===== config.mk =====
export PLATFORM = sky130hd
export DESIGN_NAME = bis_sequencer
export DESIGN_NICKNAME = d
export VERILOG_FILES = /design/src/core/bis_timer.v /design/src/core/bis_sequencer.v
export VERILOG_INCLUDE_DIRS = /design/src /design/src/core
export SDC_FILE = /design/constraint.sdc
export NUM_CORES = 1
export LEC_CHECK = 0
export ABC_AREA = 1
export BUFFER_PORTS_ARGS = -buffer_cell sky130_fd_sc_hd__buf_2
export CAP_MARGIN = 10
export CORE_MARGIN = 1
export CORE_UTILIZATION = 30
export CTS_BUF_LIST = sky130_fd_sc_hd__clkbuf_2 sky130_fd_sc_hd__clkbuf_4 sky130_fd_sc_hd__clkbuf_8
export CTS_CLUSTER_DIAMETER = 100
export DETAILED_ROUTE_END_ITERATION = 10
export MAX_ROUTING_LAYER = met4
export PLACE_DENSITY_LB_ADDON = 0.2
export SLEW_MARGIN = 20
export SYNTH_ARGS = -nofsm -noshare
export SYNTH_HDL_FRONTEND = slang
export SYNTH_SLANG_ARGS = --single-unit
export TNS_END_PERCENT = 1

===== constraint.sdc =====
create_clock -name clk_sys -period 2.7 [get_ports clk_sys]
set_input_delay 0.135 -clock clk_sys [delete_from_list [all_inputs] [get_ports clk_sys]]
set_output_delay 0.135 -clock clk_sys [all_outputs]
set_load 0.01 [all_outputs]

===== src/core/bis_consts.vh =====
// Constants for the burner ignition sequencer
`ifndef BIS_CONSTS_VH
`define BIS_CONSTS_VH
`define BIS_CLK_HZ 10000000
`define BIS_TICK_PER_SEC 10
`define BIS_INIT_SEC 10
`define BIS_ANN_SEC 5
`define BIS_TRANS_SEC 2
`define BIS_LF_GRACE_SEC 2
`define BIS_TRIAL_SEC 4
`define BIS_P2_SEC 5
`define BIS_STEP_SEC 2
`define BIS_DEB_SEC 3
`define BIS_ALARM_MIN 4
`define BIS_LOCK_MIN 8
`define BIS_SEC_PER_MIN 60
`define BIS_MOTOR_LOW 2'h0
`define BIS_MOTOR_MOD 2'h2
`define BIS_SEQ_NORMAL 2'h0
`define BIS_SEQ_HILO 2'h1
`define BIS_SEQ_OFFON 2'h2
`endif


===== src/core/bis_timer.v =====
// Seconds counter with synchronous clear
`timescale 1ns/10ps
module bis_timer #(
  parameter WIDTH = 10
) (
  clk_sys,
  rst_n,
  secTick,
  clear,
  count
);
  input wire clk_sys;
  input wire rst_n;
  input wire secTick;
  input wire clear;
  output reg [WIDTH-1:0] count;

  always @(posedge clk_sys or negedge rst_n)
  begin
    if (!rst_n)
      count <= {WIDTH{1'b0}};
    else if (clear)
      count <= {WIDTH{1'b0}};
    else if (secTick && count != {WIDTH{1'b1}})
      count <= count + {{(WIDTH-1){1'b0}}, 1'b1};
  end
endmodule // bis_timer


===== src/core/bis_sequencer.v =====
// Burner ignition sequencer state machine
`timescale 1ns/10ps
`include "bis_consts.vh"
// How it works
// - Initiate ten seconds, then standby if fault-free
// - Line fault holds initiate; ten seconds after clearing
// - Fault annunciation held at least five seconds
// - Function one starts jumpered sequence; holds block
// - Normal one needs limits, low fire, function one
// - Normal one: igniter pilot on, low fire
// - Low-fire loss after two seconds locks out
// - Limits loss in normal one locks out
// - Four seconds: igniter off, flame check, function two
// - Normal two five seconds, flame and low-fire checked
// - After timer: back, hold or part three
// - Part three lockouts: limits, flame, two low four high
// - Modulate or low fire with four-minute alarm
// - Both low: alarm four, lock eight, debounce return
// - Part three ends to standby on function one
// - High/low one entry and outputs
// - High/low one four seconds then flame check
// - High/low two pilot low fire, two-second timer
// - High state modulate, returns or standby
// - Off/on one four seconds, modulate, limits checked
// - Off/on two main on, flame and limits checked
// - Required input missing during step locks out
module bis_sequencer #(
  parameter TICK_DIV = `BIS_CLK_HZ / `BIS_TICK_PER_SEC
) (
  input wire clk_sys,
  input wire rst_n,
  input wire lineFault,
  input wire [1:0] seqSelect,
  input wire holdActive,
  input wire limitsOk,
  input wire lowFireSw,
  input wire flameSensed,
  input wire sf1,
  input wire sf2,
  input wire sf3,
  input wire sf4,
  input wire lockoutReset,
  output reg igniterOn,
  output reg pilotOn,
  output reg mainOn,
  output reg airOn,
  output reg flameProven,
  output reg alarmOn,
  output reg [1:0] motorPos,
  output reg faultAnnounce,
  output reg [11:0] stateCode
);

  // ----------------------------------------------------------------
  // States
  // ----------------------------------------------------------------
  localparam S_INIT = 12'h001;
  localparam S_STBY = 12'h002;
  localparam S_TRAN = 12'h004;
  localparam S_N1 = 12'h008;
  localparam S_N1END = 12'h010;
  localparam S_N2 = 12'h020;
  localparam S_N3 = 12'h040;
  localparam S_H1 = 12'h080;
  localparam S_H2 = 12'h100;
  localparam S_HIGH = 12'h200;
  localparam S_O1 = 12'h400;
  localparam S_O2 = 12'h800;
  localparam S_LOCK = 12'h000;

  localparam [9:0] T_INIT = `BIS_INIT_SEC;
  localparam [9:0] T_ANN = `BIS_ANN_SEC;
  localparam [9:0] T_TRAN = `BIS_TRANS_SEC;
  localparam [9:0] T_GRACE = `BIS_LF_GRACE_SEC;
  localparam [9:0] T_TRIAL = `BIS_TRIAL_SEC;
  localparam [9:0] T_P2 = `BIS_P2_SEC;
  localparam [9:0] T_STEP = `BIS_STEP_SEC;
  localparam [9:0] T_DEB = `BIS_DEB_SEC;
  // Products are worked out as integers, then cut to the counter widths
  localparam integer ALARM_I = `BIS_ALARM_MIN * `BIS_SEC_PER_MIN;
  localparam integer LOCK_I = `BIS_LOCK_MIN * `BIS_SEC_PER_MIN;
  localparam integer DIV_I = TICK_DIV * `BIS_TICK_PER_SEC - 1;
  localparam [9:0] T_ALARM = ALARM_I[9:0];
  localparam [9:0] T_LOCK = LOCK_I[9:0];
  localparam [23:0] DIV_LAST = DIV_I[23:0];

  // ----------------------------------------------------------------
  // One-second enable
  // ----------------------------------------------------------------
  reg [23:0] divQ;
  reg secTick;
  always @(posedge clk_sys or negedge rst_n)
  begin
    if (!rst_n)
    begin
      divQ <= 24'h000000;
      secTick <= 1'b0;
    end
    else if (divQ == DIV_LAST)
    begin
      divQ <= 24'h000000;
      secTick <= 1'b1;
    end
    else
    begin
      divQ <= divQ + 24'h000001;
      secTick <= 1'b0;
    end
  end

  reg [11:0] stateQ;
  reg [11:0] stateD;
  reg stepClr;
  reg debClr;
  reg annClr;
  wire [9:0] stepSec;
  wire [9:0] debSec;
  wire [9:0] annSec;

  // Step timer restarts on every state change
  bis_timer #(.WIDTH(10)) uStep (
    .clk_sys(clk_sys),
    .rst_n(rst_n),
    .secTick(secTick),
    .clear(stepClr),
    .count(stepSec)
  );

  // Debounce of low-fire switch in part three
  bis_timer #(.WIDTH(10)) uDeb (
    .clk_sys(clk_sys),
    .rst_n(rst_n),
    .secTick(secTick),
    .clear(debClr),
    .count(debSec)
  );

  bis_timer #(.WIDTH(10)) uAnn (
    .clk_sys(clk_sys),
    .rst_n(rst_n),
    .secTick(secTick),
    .clear(annClr),
    .count(annSec)
  );

  // ----------------------------------------------------------------
  // Fault annunciation
  // ----------------------------------------------------------------
  // Waits one tick past the minimum, as the first tick may come at once
  always @*
  begin
    annClr = lineFault;
  end

  always @(posedge clk_sys or negedge rst_n)
  begin
    if (!rst_n)
      faultAnnounce <= 1'b0;
    else if (lineFault)
      faultAnnounce <= 1'b1;
    else if (annSec > T_ANN)
      faultAnnounce <= 1'b0;
  end

  // ----------------------------------------------------------------
  // Next state
  // ----------------------------------------------------------------
  wire both24Low = !sf2 && !sf4;
  always @*
  begin
    stateD = stateQ;
    debClr = 1'b1;
    case (stateQ)
      S_INIT:
      begin
        // Step timer is held clear while a line fault persists
        if (!lineFault && stepSec >= T_INIT)
          stateD = S_STBY;
      end
      S_STBY:
      begin
        if (sf1 && !holdActive && limitsOk && lowFireSw)
        begin
          if (seqSelect == `BIS_SEQ_HILO)
            stateD = S_H1;
          else if (seqSelect == `BIS_SEQ_OFFON)
            stateD = S_O1;
          else
            stateD = S_TRAN;
        end
      end
      S_TRAN:
      begin
        if (!limitsOk)
          stateD = S_LOCK;
        else if (stepSec >= T_TRAN)
          stateD = S_N1;
      end
      S_N1:
      begin
        if (!limitsOk)
          stateD = S_LOCK;
        else if (!lowFireSw && stepSec >= T_GRACE)
          stateD = S_LOCK;
        else if (stepSec >= T_TRIAL)
          stateD = flameSensed ? S_N1END : S_LOCK;
      end
      S_N1END:
      begin
        if (!limitsOk || !flameSensed || !lowFireSw)
          stateD = S_LOCK;
        else if (sf2)
          stateD = S_N2;
      end
      S_N2:
      begin
        if (!flameSensed || !lowFireSw)
          stateD = S_LOCK;
        else if (stepSec >= T_P2)
        begin
          if (!sf2)
            stateD = S_N1END;
          else if (sf4)
            stateD = S_N3;
        end
      end
      S_N3:
      begin
        debClr = !(both24Low && lowFireSw);
        if (!limitsOk || !flameSensed || (!sf2 && sf4))
          stateD = S_LOCK;
        else if (both24Low && stepSec >= T_LOCK)
          stateD = S_LOCK;
        else if (both24Low && lowFireSw && debSec >= T_DEB)
          stateD = S_N1END;
        else if (!sf1)
          stateD = S_STBY;
      end
      S_H1:
      begin
        if (stepSec >= T_TRIAL)
          stateD = flameSensed ? S_H2 : S_LOCK;
      end
      S_H2:
      begin
        if (!flameSensed)
          stateD = S_LOCK;
        else if (sf2 && stepSec >= T_STEP)
          stateD = S_HIGH;
      end
      S_HIGH:
      begin
        if (!flameSensed)
          stateD = S_LOCK;
        else if (!sf1)
          stateD = S_STBY;
        else if (!sf2 && stepSec >= T_STEP)
          stateD = S_H2;
      end
      S_O1:
      begin
        if (!limitsOk)
          stateD = S_LOCK;
        else if (stepSec >= T_TRIAL)
          stateD = flameSensed ? S_O2 : S_LOCK;
      end
      S_O2:
      begin
        if (!flameSensed || !limitsOk)
          stateD = S_LOCK;
        else if (!sf1)
          stateD = S_STBY;
      end
      S_LOCK:
      begin
        if (lockoutReset)
          stateD = S_STBY;
      end
      default:
        stateD = S_LOCK;
    endcase
    // Part three time counts since entry; a debounce return to the end of normal one restarts it
    stepClr = (stateD != stateQ) || (stateQ == S_INIT && lineFault);
  end

  always @(posedge clk_sys or negedge rst_n)
  begin
    if (!rst_n)
      stateQ <= S_INIT;
    else
      stateQ <= stateD;
  end

  // ----------------------------------------------------------------
  // Outputs, registered from the next state
  // ----------------------------------------------------------------
  wire lfAlarm = (stateQ == S_N3) && !lowFireSw && !sf4 &&
    (stepSec >= T_ALARM);
  always @(posedge clk_sys or negedge rst_n)
  begin
    if (!rst_n)
    begin
      igniterOn <= 1'b0;
      pilotOn <= 1'b0;
      mainOn <= 1'b0;
      airOn <= 1'b0;
      flameProven <= 1'b0;
      alarmOn <= 1'b0;
      motorPos <= `BIS_MOTOR_LOW;
      stateCode <= S_INIT;
    end
    else
    begin
      stateCode <= stateD;
      igniterOn <= (stateD == S_N1 && stepSec < T_TRIAL) ||
        stateD == S_H1 || stateD == S_O1;
      pilotOn <= stateD == S_N1 || stateD == S_N1END ||
        stateD == S_N2 || stateD == S_N3 || stateD == S_H1 ||
        stateD == S_H2 || stateD == S_HIGH || stateD == S_O1 ||
        stateD == S_O2;
      mainOn <= stateD == S_N2 || stateD == S_N3 ||
        stateD == S_HIGH || stateD == S_O2;
      airOn <= stateD == S_N2 || stateD == S_N3 ||
        stateD == S_HIGH || stateD == S_O1;
      flameProven <= stateD == S_N1END || stateD == S_N2 ||
        stateD == S_N3 || stateD == S_H2 || stateD == S_HIGH ||
        stateD == S_O2;
      alarmOn <= (stateD == S_LOCK) ||
        (lfAlarm && stateD == S_N3);
      if ((stateD == S_N3 && sf2 && sf4) || stateD == S_HIGH ||
          stateD == S_O1 || stateD == S_O2)
        motorPos <= `BIS_MOTOR_MOD;
      else
        motorPos <= `BIS_MOTOR_LOW;
    end
  end
endmodule // bis_sequencer


**After elaboration in Yosys (flattened, before gate mapping)**

Index checks and enable logic that the tools add are counted.

- Bits in registers: 76
- Logic and storage cells: 165
- Output and inout port bits: 21
- Bits of input ports: 14

- Multiplexer cells: 45
- Reduce and logical (&&, ||, !) cells: 65
- Magnitude comparators: 9
- Eq/ne operators: 28
- $add $sub $neg: 4

Operators with widths:

| cell | count |
|---|---|
| 12-bit 2-to-1 mux | 28 |
| 12-bit case mux with 13 select lines | 1 |
| 10-bit 2-to-1 mux | 6 |
| 10-bit by 1-bit adder with 10-bit output (second input constant) | 3 |
| 10-bit != test (second input constant) | 3 |
| 1-bit logical OR | 28 |
| 24-bit by 1-bit adder with 24-bit output (second input constant) | 1 |
| 12-bit by 10-bit equality test with 1-bit output (second input constant) | 2 |
| 12-bit by 11-bit equality test with 1-bit output (second input constant) | 2 |
| 12-bit equality test (second input constant) | 2 |
| 12-bit by 4-bit equality test with 1-bit output (second input constant) | 2 |
| 12-bit by 5-bit equality test with 1-bit output (second input constant) | 2 |
| 12-bit by 6-bit equality test with 1-bit output (second input constant) | 2 |
| 12-bit by 7-bit equality test with 1-bit output (second input constant) | 2 |
| 12-bit by 8-bit equality test with 1-bit output (second input constant) | 2 |
| 12-bit by 9-bit equality test with 1-bit output (second input constant) | 2 |
| 24-bit equality test (second input constant) | 1 |
| 12-bit zero test | 2 |
| 24-bit 2-to-1 mux | 1 |
| 1-bit logical AND | 23 |
| 11-bit 2-to-1 mux | 2 |
| 10-bit by 2-bit >= comparator with 1-bit output (second input constant) | 2 |
| 10-bit by 3-bit >= comparator with 1-bit output (second input constant) | 2 |
| 12-bit by 1-bit equality test with 1-bit output (second input constant) | 1 |
| other kinds (16) | 29 |

**Depth between registers and ports, before layout**

Gate-level depths: netlist (run 1).

- Word-level depth: 17
- Mapped depth: 17
- Gate-level depth less buffers: 17

**Hierarchy**

Synthesis (run 1) repeated with hierarchy kept, for this count alone.

- Cell total of the unflattened synthesis: 723
- Area, all modules: 5,148.7 um2

Modules (own cells, without submodules):

| module | instances | sequential area each (um2) | area an instance (um2) | cells an instance |
|---|---|---|---|---|
| bis_sequencer | 1 | 1,127.3 | 3,099.2 | 438 |
| bis_timer | 3 | 250.2 | 683.2 | 95 |

**Worst setup path before layout (run 1)**

Ideal clock, no wire load.

- Path kind: reg-to-reg
- Start point: register uStep.count[1]
- End point: register airOn
- Setup slack: 0.829 ns
- Data required time: 2.581 ns
- Setup time: 0.119 ns
- Cell stages (with the launch flop): 16
- Clock period less this slack: 1.871 ns
- Path buffers: 0
- Arrival time: 1.751 ns
- Path through: dfrtp_1 -> inv_1 -> ha_1 -> inv_1 -> a21oi_2 -> nand2_1 -> nand2_2 -> nand2_2 -> nand2_1 -> nand2_1 -> nor2_1 -> nand2_1 -> nand2_1 -> nand2_1 -> nor2_2 -> nand2_1

- Word-level cells in the longest chain between the ends: 10
- Elaborated cells on any way between the ends: 36
- Those cells by class: order compare: 5; eq/ne: 4; mux: 19; reduce/logical: 8

RTL lines:

| element | RTL line | source |
|---|---|---|
| start, declared | bis_timer.v:16 | `output reg [WIDTH-1:0] count;` |
| start signal, assigned | bis_timer.v:21 | `count <= {WIDTH{1'b0}};` |
| start signal, assigned | bis_timer.v:23 | `count <= {WIDTH{1'b0}};` |
| start signal, assigned | bis_timer.v:25 | `count <= count + {{(WIDTH-1){1'b0}}, 1'b1};` |
| 10-bit by 2-bit >= comparator with 1-bit output | - |  |
| 1-bit logical AND | bis_sequencer.v:257 | `else if (!sf2 && stepSec >= T_STEP)` |
| 12-bit 2-to-1 mux | bis_sequencer.v:257 |  |
| 12-bit 2-to-1 mux | bis_sequencer.v:255 | `else if (!sf1)` |
| 12-bit 2-to-1 mux | bis_sequencer.v:253 | `if (!flameSensed)` |
| 12-bit case mux with 13 select lines (*) | bis_sequencer.v:173 | `case (stateQ)` |
| 12-bit by 6-bit equality test with 1-bit output / 12-bit by 7-bit equality test with 1-bit output (equally long branches) | bis_sequencer.v:323 | `airOn <= stateD == S_N2 \|\| stateD == S_N3 \|\|` |
| 1-bit logical OR (2 in series) | bis_sequencer.v:323 |  |
| 1-bit logical OR (*) | bis_sequencer.v:324 | `stateD == S_HIGH \|\| stateD == S_O1;` |
| end signal, assigned | bis_sequencer.v:323 |  |
| end, declared | bis_sequencer.v:46 | `output reg airOn,` |

Every way passes the cells marked *; elsewhere a longest branch is shown, timed or not.
A chain may end at the register's enable or synchronous reset.

**Final worst setup path (run 1)**

- Start point: register uStep.count[0]
- End point: register uStep.count[9]

- Word-level cells in the longest chain between the ends: 9
- Elaborated cells on any way between the ends: 37
- Those cells by class: add/sub: 1; order compare: 5; eq/ne: 2; mux: 21; reduce/logical: 8

RTL lines:

| element | RTL line | source |
|---|---|---|
| 10-bit by 2-bit >= comparator with 1-bit output | - |  |
| 1-bit logical AND | bis_sequencer.v:257 |  |
| 12-bit 2-to-1 mux | bis_sequencer.v:257 |  |
| 12-bit 2-to-1 mux | bis_sequencer.v:255 |  |
| 12-bit 2-to-1 mux | bis_sequencer.v:253 |  |
| 12-bit case mux with 13 select lines | bis_sequencer.v:173 |  |
| 12-bit != test | bis_sequencer.v:283 | `stepClr = (stateD != stateQ) \|\| (stateQ == S_INIT && lineFault);` |
| 1-bit logical OR | bis_sequencer.v:283 |  |
| 10-bit 2-to-1 mux / 2-bit nonzero test (equally long branches) | - |  |

Parallel ways exist; a longest one is shown, timed or not. The select of a mux whose other input is x is not followed.

==> metrics.yaml, run 1 <==
switchingPower_uw: 900
cp-start-kind: "register"
drtIter0Drc: 200
max-clock-path-buffers: 2
r2r-end: "uStep.count[9]"
clock_sinks: 75
endpoint: "uStep.count[9]"
die_x_um: 133
ant_nets: 0
worst_setup_path_startpoint: "uStep.count[0]"
finalPower_mw: 2.66
crit_slowest_cell: "dfrtp_1"
cp.arrival_ns: 2.42
hold_depth: 4
vias: 4451
die-area_mm2: 0.0176
cp_cell_sequence: "inv_1 > ha_1 > nor2_1 > nand2_1 > nand2_1 > nand2_1 > nand2_1 > nand3_2 > nand2_1 > nor2_2 > nand2_2 > nor2_4 > nand3b_4 > o21ai_4 > nor2_1"
final_core_util_pct: 34.8
drt-wirelength-per-cell_um: 12.5
p_clk_share_pct: 33.4
finalWeightedCongestion: 0.860
post-route-drc-count: 0
grtUsageTotal_pct: 15.2
power.internal_mw: 1.76
critPathCaptureType: "register"
hold_viol: 0
ys.flop_type: "dfrtp_1"
finalSetupViolCount: 0
p_seq_share_pct: 43.9
syn_avg_cell_area_um2: 7.29
num_rows: 47
grt_pass1_vias: 4222
yosysUniqueCellTypes: 50
leakage_nw: 2.94
start_util_pct: 30.8
cts_setup_buffers: 0
cts_tree: "built"
portBuffers: 32
numCtsBuffers: 9
yosysWarnings: 0
hold_class: "primary input to register"
grt_antenna_before_repair: 0
cp_max_fo: 10
rrSetupSlack_ns: 0.53
syn_area_mm2: 0.00513
rr_worst_depth: 15
reg2reg_from: "uStep.count[0]"
synthToLayoutAreaGrowth_pct: 12.7
fin_crit_sh_pct: 80.4
ios: 35
firstDrtPassIters: 6
syn-num-nets: 730
overflow: 0
cpPeakStageDelay_ns: 0.42
cts-htree-levels: 3
relSlewSlack_pct: 63.1
yosysMostFrequentCell: "nand2_1"
max_freq_mhz: 461
fin_skew_ns: 0.0116
finalMaxSlewViolations: 0
required_ns: 2.95
grt_max_degree: 43
drive_above_1_share_pct: 17.6
synth_seq_cells: 75
p_per_area_mw_per_mm2: 461
cts_resized: 0
yosys.area.top_type: "dfrtp_1"
synth_top_area_share_pct: 36.1
path_class: "register to register"
synth-edff-count: 0
rsz0062_at_grt: "false"
path_common_cell: "nand2_1"
fp.coreArea_mm2: 0.0166
synth_cells: 704
period_needed_ns: 2.17
comb_power_share_pct: 22.6
synthTopCellsByArea: "dfrtp_1 (36%), nand2_1 (10%), inv_1 (8.6%), nor2_1 (5.9%), nand3_1 (3.9%)"
clk_pin_slew_ns: 0.08
final_nets: 773
worstMarginPinSlew_ns: 0.554
tns_ns: 0
finalWirelength_um: 12200
viasPerCell: 4.57
dp_hpwl_um: 9610
cts_root_buffer: "clkbuf_8"
grt_pass1_wl_um: 20500
num-fill-cells: 1816
swShare_pct: 33.8
status: "finished, final reports clean"
cap_violations: 0
die_h_um: 133
synthArstFlopShare_pct: 100
hold_buffers: 1
yosys-top-cells-count: "nand2_1 (141), inv_1 (118), nor2_1 (81)"
ir_worst_vdd_v: 0.000208
worstSkewPairLatency_ns: 0.37
seq_area_frac_synth_pct: 36.6
per-layer routing:
layer  wire length (um)  GRT usage (%)  part of all wire, %
met1               6000           19.3                   49
met2               5530           23.9                   45
met3                410           3.07                  3.4
met4                216           5.36                  1.8
met5                  0              -                    0
flip-flops by register name, summed over array words and instances, names as in the netlist:
signal,count
uDeb.count,10
mainOn,1
uAnn.count,10
stateCode,12
motorPos,1
faultAnnounce,1
secTick,1
flameProven,1
alarmOn,1
airOn,1
divQ,24
pilotOn,1
uStep.count,10
igniterOn,1
power by group through the flow:
stage / clock (mW) / combinational [mW] / sequential [mW]
floorplan: 0 / 0.407 / 1.20
global route: 0.984 / 0.670 / 1.17
CTS: 0.945 / 0.608 / 1.17
finish: 0.891 / 0.603 / 1.17
global placement: 0 / 0.609 / 1.19
detailed placement: 0 / 0.608 / 1.19
through the flow:
| stage | hold slack (ns) | worst slack (ns) | cells | instance area (um^2) |
|---|---|---|---|---|
| 6_report | 0.0957 | 0.528 | 973 | 5790 |
| 5_1_grt | 0.0963 | 0.275 | 972 | 5780 |
| 4_1_cts | 0.0643 | 0.505 | 972 | 5780 |
| 3_5_place_dp | 0.179 | 0.520 | 955 | 5570 |
| 3_3_place_gp | 0.171 | 0.548 | 955 | 5570 |
| 2_1_floorplan | -0.161 | 0.829 | 704 | 5130 |
cell families after synthesis:
kind of cell | synth area share [%]
AOI/OAI and AO/OA | 8.02
and+or+nand+nor | 39.2
xor gates and xnor gates | 3.24
other | 0.0731
DFF | 36.6
adders and majority gates | 2.93
buffers and inverters | 9.95
worst min-delay path by stage:
stage                          endpoint  slack [ns]      start
after floorplan                   airOn       -0.16      rst_n
after global placement    uDeb.count[2]        0.17      rst_n
after detailed placement  uDeb.count[3]        0.18      rst_n
after CTS                 uAnn.count[9]        0.06  lineFault
after global routing      uAnn.count[8]         0.1  lineFault
final                     uAnn.count[9]         0.1  lineFault
worst max-delay path: cells and delay by family, from the launching register on:
family                   cells  cell delay (ns)
AND/OR/NAND/NOR             12             1.12
flip-flops                   1             0.42
AO/OA/AOI/OAI                1             0.17
buffers and inverters        1             0.16
adder cells (fa/ha/maj)      1             0.16
final cells by class:
| class | count | area (um^2) | share of cell area [%] |
|---|---|---|---|
| clock buffers | 9 | 124 | 2.14 |
| clock inverters | 7 | 75.1 | 1.30 |
| flip-flops and latches | 75 | 1880 | 32.5 |
| repair buffers | 37 | 203 | 3.50 |
| diodes | 1 | 2.50 | 0.0433 |
| well taps | 220 | 275 | 4.76 |
| multi-input cells | 495 | 2740 | 47.4 |
| inverters | 129 | 484 | 8.37 |
placed cells by master (no fill, tap or decap), types with 2 or more instances in the layout:
master	synthesis	layout
inv_1	118	118
clkbuf_8	0	9
a31oi_1	2	2
xor2_1	15	15
nand2_4	5	5
nor2_1	81	81
a21o_1	2	2
nor3_1	31	31
a21oi_2	3	3
nand3_2	4	4
xnor2_1	4	4
inv_2	11	11
nand4_2	2	2
o21a_1	2	2
nand4_1	23	23
ha_1	12	12
clkinv_4	0	2
nand2_1	141	141
and2_1	3	3
o31ai_1	2	2
clkinv_2	0	2
nor4_1	6	6
a21oi_1	16	16
nor3b_1	2	2
nor2_2	15	15
o21ai_1	2	2
inv_6	0	2
o22ai_1	2	2
dfrtp_1	74	74
nand3_1	40	40
buf_4	1	5
nor3_2	4	4
nor2_4	12	12
nand3b_1	2	2
nand2_2	14	14
buf_2	3	31
o21ai_0	33	33
(Power assumes the default switching activity.)
==> run 2: changes to the inputs <==
==> constraint.sdc (replaced) <==
create_clock -name clk_sys -period 2.1 [get_ports clk_sys]
set_input_delay 0.105 -clock clk_sys [delete_from_list [all_inputs] [get_ports clk_sys]]
set_output_delay 0.105 -clock clk_sys [all_outputs]
set_load 0.01 [all_outputs]
==> run 2 against run 1 <==
Compared with the run above:
- fmax rose by 9.8%
- worst hold slack worse by 0.043 ns
- global-route usage rose by 0.46 points
- routed wire length grew 4.7%
- clock-buffer cell count up 1
- total power grew 32%
- core utilization up 1.9 points
==> metrics.yaml, run 2 (synthesis results as in run 1) <==
status: "finished, final reports clean"
critPathCaptureType: "register"
final_cell_mix: "nand2_1 (132), inv_1 (117), nor2_1 (78)"
portBuffers: 32  # unchanged
cts-htree-levels: 3  # unchanged
largest_reg_flops: 24  # unchanged
hold_class: "primary input to register"
drive_above_1_share_pct: 23.4  # +5.8 points
final_cells: 999  # +2.7%
ios: 35  # unchanged
place_ws_ns: 0.0791  # -0.441 ns
grtUsageTotal_pct: 15.7  # +0.46 points
p_per_area_mw_per_mm2: 575  # +25%
final_nets: 799  # +3.4%
numCtsBuffers: 9  # unchanged
worstSkewPairLatency_ns: 0.38  # about the same
fin_crit_sh_pct: 94.2  # +14 points
clk_pin_slew_ns: 0.09  # about the same
finalSetupViolCount: 0  # unchanged
viasPerCell: 4.58  # +0.20%
required_ns: 2.39  # -0.56 ns
ir_worst_vdd_v: 0.000375  # +81%
die_h_um: 133  # unchanged
max_freq_mhz: 506  # +9.8%
finalMaxSlewViolations: 0  # unchanged
finalWirelength_um: 12700  # +4.7%
regMostFlops: "divQ"
drtIter0Drc: 227  # +14%
cp_max_fo: 4  # -6
firstDrtPassIters: 4  # -2
grt_pass1_wl_um: 21200  # +3.4%
ant_nets: 0  # unchanged
largestRegisters: "divQ: 24 flops, stateCode: 12 flops"
cts_root_buffer: "clkbuf_8"
endpoint: "igniterOn"
worst_setup_path_startpoint: "uStep.count[0]"
leakage_nw: 3.09  # +5.1%
start_util_pct: 30.8  # unchanged
clock_sinks: 75  # unchanged
cp.arrival_ns: 2.27  # -0.15 ns
cts_tree: "built"
post-route-drc-count: 0  # unchanged
finalPower_mw: 3.51  # +32%
dp_hpwl_um: 9830  # +2.3%
hold_viol: 0  # unchanged
fin_skew_ns: 0.0164  # +0.00483 ns
reg2reg_from: "uStep.count[0]"
regArea_mm2: 0.00188  # +0.33%
hold_depth: 4  # unchanged
drt-wirelength-per-cell_um: 12.7  # +2.0%
grt_max_degree: 51  # +19%
rr_worst_depth: 14  # -1
fp.coreArea_mm2: 0.0166  # unchanged
dp_cells: 977  # +2.3%
final_common_cell: "nand2_1"
grt_pass1_vias: 4323  # +2.4%
finalWeightedCongestion: 0.885  # +2.9%
overflow: 0  # unchanged
cap_violations: 0  # unchanged
path_class: "register to register"
synthToLayoutAreaGrowth_pct: 18.8
grt_antenna_before_repair: 0  # unchanged
cp-start-kind: "register"
die-area_mm2: 0.0176  # unchanged
die_x_um: 133  # unchanged
hold_start: "lineFault"
rrSetupSlack_ns: 0.12  # -0.41 ns
worst_slack_ns: 0.122  # -0.406 ns
rsz0062_at_grt: "true"
max-clock-path-buffers: 2  # unchanged
r2r-end: "igniterOn"
multi_input_area_mm2: 0.00284  # +3.3%
period_needed_ns: 1.98  # -0.194 ns
vias: 4579  # +2.9%
num_rows: 47  # unchanged
num-fill-cells: 1781  # -1.9%
run 2: changes by cell type in the layout (fill, tap and decap cells not counted), moves of 4 or more:
cell | before | now
nor2_4 | 12 | 16
dfrtp_1 | 74 | 69
nand2_2 | 14 | 22
nand2_1 | 141 | 132
dfrtp_2 | 0 | 5
buf_4 | 5 | 29
run 2: metal layers:
metal / part of all wire, % / up-vias / wire, um / global-route usage, %
met3: 4.4 / 12 / 557 / 3.91
met5: 0 / - / 0 / -
met1: 48 / 2115 / 6090 / 20.3
met4: 1.5 / 0 / 185 / 4.28
li1: - / 2390 / - / -
met2: 46 / 62 / 5900 / 24.1
run 2: worst min-delay path by stage:
stage | end | slack, ns
2_1_floorplan | airOn | -0.19
3_3_place_gp | uDeb.count[1] | 0.06
3_5_place_dp | uDeb.count[1] | 0.06
4_1_cts | uAnn.count[8] | 0.04
5_1_grt | uAnn.count[9] | 0.07
6_report | uAnn.count[9] | 0.05
run 2: report_power, final:
group	total (mW)	internal (mW)	leakage, nW	switching [mW]
registers	1.50	1.48	1.01	0.0260
clock network	1.18	0.572	0.0969	0.605
logic	0.824	0.263	1.98	0.561
run 2: through the flow:
stage / instance area (um^2) / TNS [ns] / utilization (%) / hold slack (ns)
final: 6100 / 0 / 36.6 / 0.0531
after floorplan: 5130 / 0 / - / -0.191
after global placement: 5750 / 0 / 34.6 / 0.0590
after CTS: 5960 / 0 / 35.8 / 0.0376
after detailed placement: 5750 / 0 / 34.6 / 0.0633
after global routing: 6100 / -0.105 / 36.6 / 0.0744
run 2: worst max-delay path: stages, from the launching register on:
cell and delay (ns):
dfrtp_1 0.40, inv_1 0.07, buf_4 0.15, ha_1 0.20, a21oi_2 0.12, nand2_2 0.08, nand2_4 0.08, nand2_2 0.07
nand2_1 0.07, nor2_1 0.05, nor2_2 0.13, nand2_2 0.07, nor2_2 0.14, nand3_2 0.13, o211ai_1 0.12
run 2: cell type report:
class / instances / area share [%]
inverter: 129 / 7.94
clock buffer: 10 / 2.15
multi-input combinational: 495 / 46.5
sequential: 75 / 30.9
timing repair buffer: 63 / 6.79
tap: 220 / 4.51
antenna: 1 / 0.0410
clock inverter: 6 / 1.17
run 2: timing repair:
item / CTS / global route
endpoints found under the setup margin: 0 / 19
hold buffers: 1 / 0
resized for setup: 0 / 32
hold endpoints to repair: 25 / 0
buffers inserted: 0 / 4
==> run 3: changes to the inputs <==
--- a/config.mk
+++ b/config.mk
@@ -11,7 +11,7 @@
 export CAP_MARGIN = 10
 export CORE_MARGIN = 1
 export CORE_UTILIZATION = 30
-export CTS_BUF_LIST = sky130_fd_sc_hd__clkbuf_2 sky130_fd_sc_hd__clkbuf_4 sky130_fd_sc_hd__clkbuf_8
+export CTS_BUF_LIST = sky130_fd_sc_hd__clkbuf_16
 export CTS_CLUSTER_DIAMETER = 100
 export DETAILED_ROUTE_END_ITERATION = 10
 export MAX_ROUTING_LAYER = met4
==> run 3 against run 2 <==
Compared with the run above:
- combinational power down 0.5%
- core utilization up 0.56 points
- cell count up 0.10%
- clock power up 34%
- highest routed layer unchanged
==> metrics.yaml, run 3 (synthesis results as in run 1) <==
portBuffers: 32  # unchanged
ios: 35  # unchanged
num-fill-cells: 1766  # -0.84%
hold_ws_ns: 0.0875  # +0.0344 ns
grt_antenna_before_repair: 0  # unchanged
period_needed_ns: 2.00  # +0.0177 ns
fp.coreArea_mm2: 0.0166  # unchanged
regMostFlops: "divQ"
p_clk_share_pct: 40.5  # +6.9 points
relSlewSlack_pct: 66.9
fin_skew_ns: 0.00845  # -0.00800 ns
cp_max_fo: 4  # unchanged
drive_above_1_share_pct: 22.7  # -0.70 points
required_ns: 2.36  # -0.03 ns
cts_tree: "built"
worstSkewPairLatency_ns: 0.35  # -0.03 ns
leakage_nw: 3.15  # +1.8%
drtIter0Drc: 220  # -3.1%
firstDrtPassIters: 5  # +1
largest_reg_flops: 24  # unchanged
grt_max_degree: 51  # unchanged
comb_power_share_pct: 21.0  # -2.5 points
cp_cell_sequence: "inv_1 > buf_4 > ha_1 > a21oi_2 > nand2_2 > nand2_4 > nand2_2 > nand2_1 > nor2_1 > nor2_2 > nand2_2 > nor2_2 > nand3_2 > o211ai_1"
finalWirelength_um: 12700  # about the same
largestRegisters: "divQ: 24 flops, stateCode: 12 flops"
synthToLayoutAreaGrowth_pct: 20.6
dp_hpwl_um: 9830  # unchanged
finalSetupViolCount: 0  # unchanged
cp.arrival_ns: 2.26  # about the same
power.internal_mw: 2.67  # +15%
tns_ns: 0  # unchanged
cts_root_buffer: "clkbuf_16"
start_util_pct: 30.8  # unchanged
clk_pin_slew_ns: 0.06  # -0.03 ns
numCtsBuffers: 9  # unchanged
status: "finished, final reports clean"
ant_nets: 0  # unchanged
path_class: "register to register"
worstMarginPinSlew_ns: 0.492
final_cell_mix: "nand2_1 (136), inv_1 (118), nor2_1 (78)"
clock_sinks: 75  # unchanged
die_x_um: 133  # unchanged
max-clock-path-buffers: 2  # unchanged
swShare_pct: 31.7  # -2.3 points
multi_input_area_mm2: 0.00283  # -0.35%
final_nets: 801  # +0.25%
cts-htree-levels: 3  # unchanged
finalPower_mw: 3.91  # +11%
hold_class: "primary input to register"
final_common_cell: "nand2_1"
hold_viol: 0  # unchanged
path_common_cell: "nand2_2"
finalWeightedCongestion: 0.885  # unchanged
grt_pass1_wl_um: 21200  # +0.29%
switchingPower_mw: 1.24  # +3.7%
regArea_mm2: 0.00188  # -0.13%
fin_crit_sh_pct: 95.0  # +0.84 points
final_core_util_pct: 37.2  # +0.56 points
antenna_cells: 0  # -1
post-route-drc-count: 0  # unchanged
rsz0062_at_grt: "true"
finalMaxSlewViolations: 0  # unchanged
cpPeakStageDelay_ns: 0.39  # about the same
grtUsageTotal_pct: 15.7  # +0.051 points
vias: 4612  # +0.72%
cp-start-kind: "register"
worst-path-buf-inv: 2  # unchanged
ir_worst_vdd_v: 0.000389  # +3.7%
final_cells: 1000  # +0.10%
p_seq_share_pct: 38.6  # -4.3 points
drt-wirelength-per-cell_um: 12.7  # -0.11%
grt_pass1_vias: 4344  # +0.49%
max_freq_mhz: 501  # -0.89%
crit_family: "simple AND/OR/NAND/NOR gates"
critPathCaptureType: "register"
die-area_mm2: 0.0176  # unchanged
die_h_um: 133  # unchanged
p_per_area_mw_per_mm2: 631  # +9.8%
viasPerCell: 4.61  # +0.62%
cap_violations: 0  # unchanged
overflow: 0  # unchanged
num_rows: 47  # unchanged
dp_cells: 977  # unchanged
crit_slowest_cell: "dfrtp_1"
[run 3: cell count changes in the layout (fill, tap and decap cells not counted), sizes merged]
| cell | before | now |
|---|---|---|
| inv | 131 | 132 |
| clkbuf | 10 | 9 |
| buf | 62 | 64 |
| diode | 1 | 0 |
[run 3: metrics by stage]
stage | setup WS, ns | instance area [um^2]
after CTS | 0.0596 | 6060
after floorplan | 0.229 | 5130
after global routing | -0.0415 | 6190
after global placement | 0.0930 | 5750
final | 0.104 | 6190
after detailed placement | 0.0791 | 5750
[run 3: path summary, 6_finish.rpt]
kind	startpoint	end	slack, ns	cells after the start
max	uStep.count[0]	igniterOn	0.10	14
min	lineFault	uAnn.count[9]	0.09	4
max reg2reg	uStep.count[0]	igniterOn	0.10	14
min reg2reg	divQ[22]	divQ[22]	0.47	1
max in group asynchronous	rst_n	uStep.count[1]	1.26	3
min in group asynchronous	rst_n	uDeb.count[6]	0.22	2
[run 3: layout make-up]
class                      instances  area share [%]
clock inverter                     7            1.21
timing repair buffer              65            6.87
tap                              220            4.45
multi-input combinational        495            45.6
sequential                        75            30.4
clock buffer                       9            3.64
inverter                         129            7.82
[run 3: timing repair]
action / 4_1_cts / 5_1_grt
hold endpoints to repair: 24 / 0
hold buffers: 1 / 0
setup buffers: 0 / 6
setup endpoints to repair: 0 / 19
resized for setup: 0 / 25
[run 3: metal layers]
metal / share of wire [%] / vias up / GRT usage [%]
li1: - / 2389 / -
met1: 48 / 2140 / 20.2
met2: 47 / 72 / 24.2
met3: 3.6 / 11 / 4.02
met4: 1.4 / 0 / 4.53
met5: 0 / - / -
[run 3: worst reg2reg max path, cell delays in order, from the launching register on]
cell      delay [ns]
dfrtp_1         0.39
inv_1           0.07
buf_4           0.15
ha_1            0.20
a21oi_2         0.13
nand2_2         0.08
nand2_4         0.08
nand2_2         0.07
nand2_1         0.07
nor2_1          0.05
nor2_2          0.14
nand2_2         0.08
nor2_2          0.14
nand3_2         0.15
o211ai_1        0.13
[run 3: power groups by stage]
stage / clock network, mW / registers [mW] / logic, mW
after global routing: 1.70 / 1.51 / 0.919
after global placement: 0 / 1.53 / 0.778
after floorplan: 0 / 1.55 / 0.524
after detailed placement: 0 / 1.53 / 0.778
final: 1.58 / 1.51 / 0.820
after CTS: 1.64 / 1.50 / 0.783
